### src/rtl/udc_regs.vh
// constants for the dual clock up/down counter
`ifndef UDC_REGS_VH
`define UDC_REGS_VH
`define UDC_WIDTH 4
`define UDC_ZERO 4'h0
`define UDC_ONE 4'h1
`define UDC_DEC_MAX 4'h9
`define UDC_BIN_MAX 4'hF
`define UDC_SYNC_STAGES 2
`endif

### src/rtl/udc_counter.v
// dual clock presettable up/down counter, decade or binary variant
//
// Overview of operation
// - decade variant counts ten BCD states, 8-4-2-1 weighted, four flip-flops
// - binary variant counts all sixteen states in both directions
// - up clock rising edge adds exactly one
// - down clock rising edge subtracts exactly one
// - all four bits change together from common up and down lines
// - carry rests high, low only at maximum while up clock low
// - borrow low only at zero while down clock low
// - carry and borrow are terminal decode ANDed with inverted clock
// - master clear high zeroes count, blocks preset, ignores clocks
// - load low with clear low copies preset value into count
// - clock low through clear or load counts on its next rise
`timescale 1ns/1ps
`include "udc_regs.vh"

module udc_counter #(
  parameter DECADE = 1'b1
) (
  // system
  input wire i_mclk,
  input wire i_rst,
  // count clocks from the outside
  input wire i_up_count_clock,
  input wire i_down_count_clock,
  // asynchronous overrides
  input wire i_master_clear,
  input wire i_parallel_load_n,
  input wire [`UDC_WIDTH-1:0] i_preset_value,
  // state and cascade outputs
  output reg [`UDC_WIDTH-1:0] o_count_value,
  output reg o_carry_out_n,
  output reg o_borrow_out_n
);

////////////////////////////////////////////////////////////////////////////////
// input synchronisers, two flops each
reg up_meta;
reg up_sync;
reg dn_meta;
reg dn_sync;
reg clr_meta;
reg clr_sync;
reg ld_meta;
reg ld_sync;
reg [`UDC_WIDTH-1:0] pre_meta;
reg [`UDC_WIDTH-1:0] pre_sync;

always @(posedge i_mclk or posedge i_rst) begin
  if (i_rst) begin
    up_meta <= 1'b1;
    up_sync <= 1'b1;
    dn_meta <= 1'b1;
    dn_sync <= 1'b1;
    clr_meta <= 1'b0;
    clr_sync <= 1'b0;
    ld_meta <= 1'b1;
    ld_sync <= 1'b1;
    pre_meta <= `UDC_ZERO;
    pre_sync <= `UDC_ZERO;
  end else begin
    up_meta <= i_up_count_clock;
    up_sync <= up_meta;
    dn_meta <= i_down_count_clock;
    dn_sync <= dn_meta;
    clr_meta <= i_master_clear;
    clr_sync <= clr_meta;
    ld_meta <= i_parallel_load_n;
    ld_sync <= ld_meta;
    pre_meta <= i_preset_value;
    pre_sync <= pre_meta;
  end
end

////////////////////////////////////////////////////////////////////////////////
// previous clock levels for rising edge detection
reg up_prev;
reg dn_prev;

// edge history keeps tracking during clear and load, so a low clock still counts later
always @(posedge i_mclk or posedge i_rst) begin
  if (i_rst) begin
    up_prev <= 1'b1;
    dn_prev <= 1'b1;
  end else begin
    up_prev <= up_sync;
    dn_prev <= dn_sync;
  end
end

wire up_rise = up_sync & ~up_prev;
wire dn_rise = dn_sync & ~dn_prev;
wire [`UDC_WIDTH-1:0] top_state = DECADE ? `UDC_DEC_MAX : `UDC_BIN_MAX;

////////////////////////////////////////////////////////////////////////////////
// next count value
reg [`UDC_WIDTH-1:0] count;
reg [`UDC_WIDTH-1:0] next_count;

always @* begin
  next_count = count;
  if (clr_sync) begin
    next_count = `UDC_ZERO;
  end else if (!ld_sync) begin
    next_count = pre_sync;
  end else if (up_rise && dn_sync) begin
    if (count >= top_state) begin
      next_count = `UDC_ZERO;
    end else begin
      next_count = count + `UDC_ONE;
    end
  end else if (dn_rise && up_sync) begin
    if (count == `UDC_ZERO) begin
      next_count = top_state;
    end else begin
      next_count = count - `UDC_ONE;
    end
  end
  // other clock low: no count, the driver must hold it high; both edges in one cycle count up
end

// all four bits on one edge
always @(posedge i_mclk or posedge i_rst) begin
  if (i_rst) begin
    count <= `UDC_ZERO;
  end else begin
    count <= next_count;
  end
end

////////////////////////////////////////////////////////////////////////////////
// registered outputs: state and terminal decodes gated by inverted clocks
always @(posedge i_mclk or posedge i_rst) begin
  if (i_rst) begin
    o_count_value <= `UDC_ZERO;
    o_carry_out_n <= 1'b1;
    o_borrow_out_n <= 1'b1;
  end else begin
    o_count_value <= next_count;
    o_carry_out_n <= ~((next_count == top_state) & ~up_sync);
    o_borrow_out_n <= ~((next_count == `UDC_ZERO) & ~dn_sync);
  end
end

endmodule // udc_counter

### config.mk
export PLATFORM = sky130hd
export DESIGN_NAME = udc_counter
export DESIGN_NICKNAME = d
export VERILOG_FILES = /design/src/rtl/udc_counter.v
export VERILOG_INCLUDE_DIRS = /design/src /design/src/rtl
export SDC_FILE = /design/constraint.sdc
export NUM_CORES = 1
export LEC_CHECK = 0
export BUFFER_PORTS_ARGS = -buffer_cell sky130_fd_sc_hd__buf_2
export CORE_MARGIN = 4
export CORE_UTILIZATION = 57
export DETAILED_ROUTE_END_ITERATION = 10
export PLACE_DENSITY = 0.82
export SLEW_MARGIN = 15
export SYNTH_ARGS = -nofsm -noshare
export SYNTH_HDL_FRONTEND = slang
export SYNTH_SLANG_ARGS = --single-unit
### constraint.sdc
create_clock -name i_mclk -period 3 [get_ports i_mclk]
set_input_delay 0.6 -clock i_mclk [delete_from_list [all_inputs] [get_ports i_mclk]]
set_output_delay 0.6 -clock i_mclk [all_outputs]
set_load 0.005 [all_outputs]
==> flow_summary.yaml <==
pwr:
  vdd_drop_max_uv: 410
  p_per_area_nw_per_um2: 519
  finalPower_mw: 0.557
  leakage_nw: 0.485
run:
  cap_violations: 0
sta:
  max_clock_freq_ghz: 0.453
  min_period_ns: 2.21
  tns_ns: 0
  hold_slack_ns: 0.363
  min_period_over_period: 0.736
  worst-slew-pin-transition_ns: 0.809
  setup_ws_ns: 0.793
  relSlewSlack: 0.460
  finalMaxSlewViolations: 0
  skew_ns: 0.000589
  finalHoldViolations: 0
  rsz0062_at_grt: "no"
  setup_viol: 0
floorplan:
  num_io_pins: 16
  die-width_um: 49.5
  die_y_um: 49.5
  coreArea_um2: 1560
  rows: 14
  start_util: 0.630
  die_area_um2: 2450
clock_network:
  path_clk_slew_ns: 0.11
  htree_levels: 1
  cts_tree: "yes"
  cts_sinks: 24
  ctsResizeCount: 0
  clockBufferDepth: 2
  post_cts_buffers: 0
  postCtsHoldBufs: 0
  cts-buffers-inserted: 3
  clk_latency_ns: 0.29
  cts-root-buf: "clkbuf_4"
yosys:
  ys_types: 31
  netlist_area_um2: 982
  yosysSeqAreaShare: 0.624
  synth_edf_count: 0
  synth_top_cell_area_share: 0.357
  ys_seq_elements: 24
  yosys-top-cells-area: "dfrtp_1 36%, dfstp_2 27%, ha_1 5.1%"
  synth_top_cell_by_area: "dfrtp_1"
  synth-main-ff-cell: "dfrtp_1"
  synth_top_cells_by_count: "14 x dfrtp_1, 10 x dfstp_2, 5 x nor2_1"
  post-synth-top-count-cell: "dfrtp_1"
  avgSynthCellArea_um2: 13.8
  async_flop_share: 1.00
  synth_nets: 85
  yosys_warnings: 0
  postSynthCellCount: 71
worst_setup_path:
  cp.arrival_ns: 2.41
  worst-path-buf-inv: 1
  path_class: "flop to flop"
  cp_slowest_cell: "dfrtp_1"
  path_cells: "inv_1 > ha_1 > nand2b_1 > o21ai_0 > a21oi_1 > nor4_1 > nand4bb_1"
  end_kind: "flop"
  start_kind: "flop"
  critPathMaxFanout: 7
  required_ns: 3.21
  cp_top_family: "simple AND/OR/NAND/NOR gates"
  cpPeakStageDelay_ns: 0.48
global_routing:
  grt_use_met3: 0.0181
  antenna_found_initial: 0
  met1_usage: 0.155
  use_met2: 0.243
  grt_pass1_wl_um: 2560
  gr-max-usage-layer: "met2"
  grt_pass1_vias: 606
  grt_use_total: 0.137
  overflow: 0
  grt_max_degree: 25
routing:
  drt-total-wl_um: 1440
  wl_per_cell_um: 14.0
  vias: 579
  drtIter0Drc: 2
  ant_nets: 0
  firstDrtPassIters: 2
  routed_via_density: 5.62
  drc: 0
hold_path:
  hp-class: "flop to flop"
placement:
  pre_cts_ws_ns: 0.785
  place_inst: 99
  place_congestion: 0.966
  hpwl_um: 1160
  io_buffer_count: 15
cells_and_area:
  n_fill_cell: 102
  fin_cells: 103
  num-nets-final: 102
  drive_above_1_share: 0.379
  area_delta_synth_final_pct: 9.43
  diodes: 0
outcome:
  status: "completed"
==> cell type report <==
cell class,count,area [um2],area share
inverters,4,15.0,0.0140
repair buffers,15,75.1,0.0698
clock buffers,4,26.3,0.0244
well taps,16,20.0,0.0186
flip-flops and latches,24,613,0.570
multi-input cells,40,325,0.303
==> state kept, by name, summed over array words and instances (netlist names) <==
| name | flops |
|---|---|
| clr_sync | 1 |
| dn_meta | 1 |
| up_sync | 1 |
| pre_meta | 4 |
| ld_sync | 1 |
| o_count_value | 4 |
| dn_prev | 1 |
| up_meta | 1 |
| o_carry_out_n | 1 |
| pre_sync | 4 |
| dn_sync | 1 |
| o_borrow_out_n | 1 |
| ld_meta | 1 |
| clr_meta | 1 |
| up_prev | 1 |
==> metal layers <==
metal	vias to the layer above	part of all wire
li1	276	-
met1	285	0.40
met2	14	0.54
met3	4	0.042
met4	0	0.019
met5	-	0
==> where the power goes <==
group          total (mW)  internal, mW  switching (mW)
Sequential          0.362         0.347          0.0146
Combinational      0.0656        0.0300          0.0356
Clock               0.130        0.0517          0.0784
Total               0.557         0.429           0.129
==> kinds of logic after synthesis <==
family                     share of synthesized area
buffers and inverters                         0.0446
DFF                                            0.624
and+or+nand+nor                                0.127
AOI/OAI and AO/OA                              0.107
adders and majority gates                     0.0510
muxes                                         0.0102
xor gates and xnor gates                      0.0357
==> cell usage in the layout (no fill, tap or decap), types with 3 or more instances in the layout <==
cell type	n
buf_2	15
clkbuf_4	3
dfrtp_1	14
dfstp_2	10
ha_1	4
inv_1	4
nor2_1	5
==> per-stage QoR <==
step                      utilization  instance area [um2]
final                           0.689                 1070
after global routing            0.689                 1070
after CTS                       0.689                 1070
after detailed placement        0.673                 1050
after global placement          0.673                 1050
after floorplan                     -                  982
==> final timing paths <==
check	start	endpoint	slack [ns]	cells past startpoint
max reg2reg	o_count_value[0]	o_carry_out_n	0.79	7
max	o_count_value[0]	o_carry_out_n	0.79	7
min reg2reg	pre_meta[3]	pre_sync[3]	0.36	0
min in group asynchronous	i_rst	pre_meta[0]	0.44	2
min	pre_meta[3]	pre_sync[3]	0.36	0
max in group asynchronous	i_rst	pre_sync[3]	2.06	2
(Power assumes the default switching activity.)
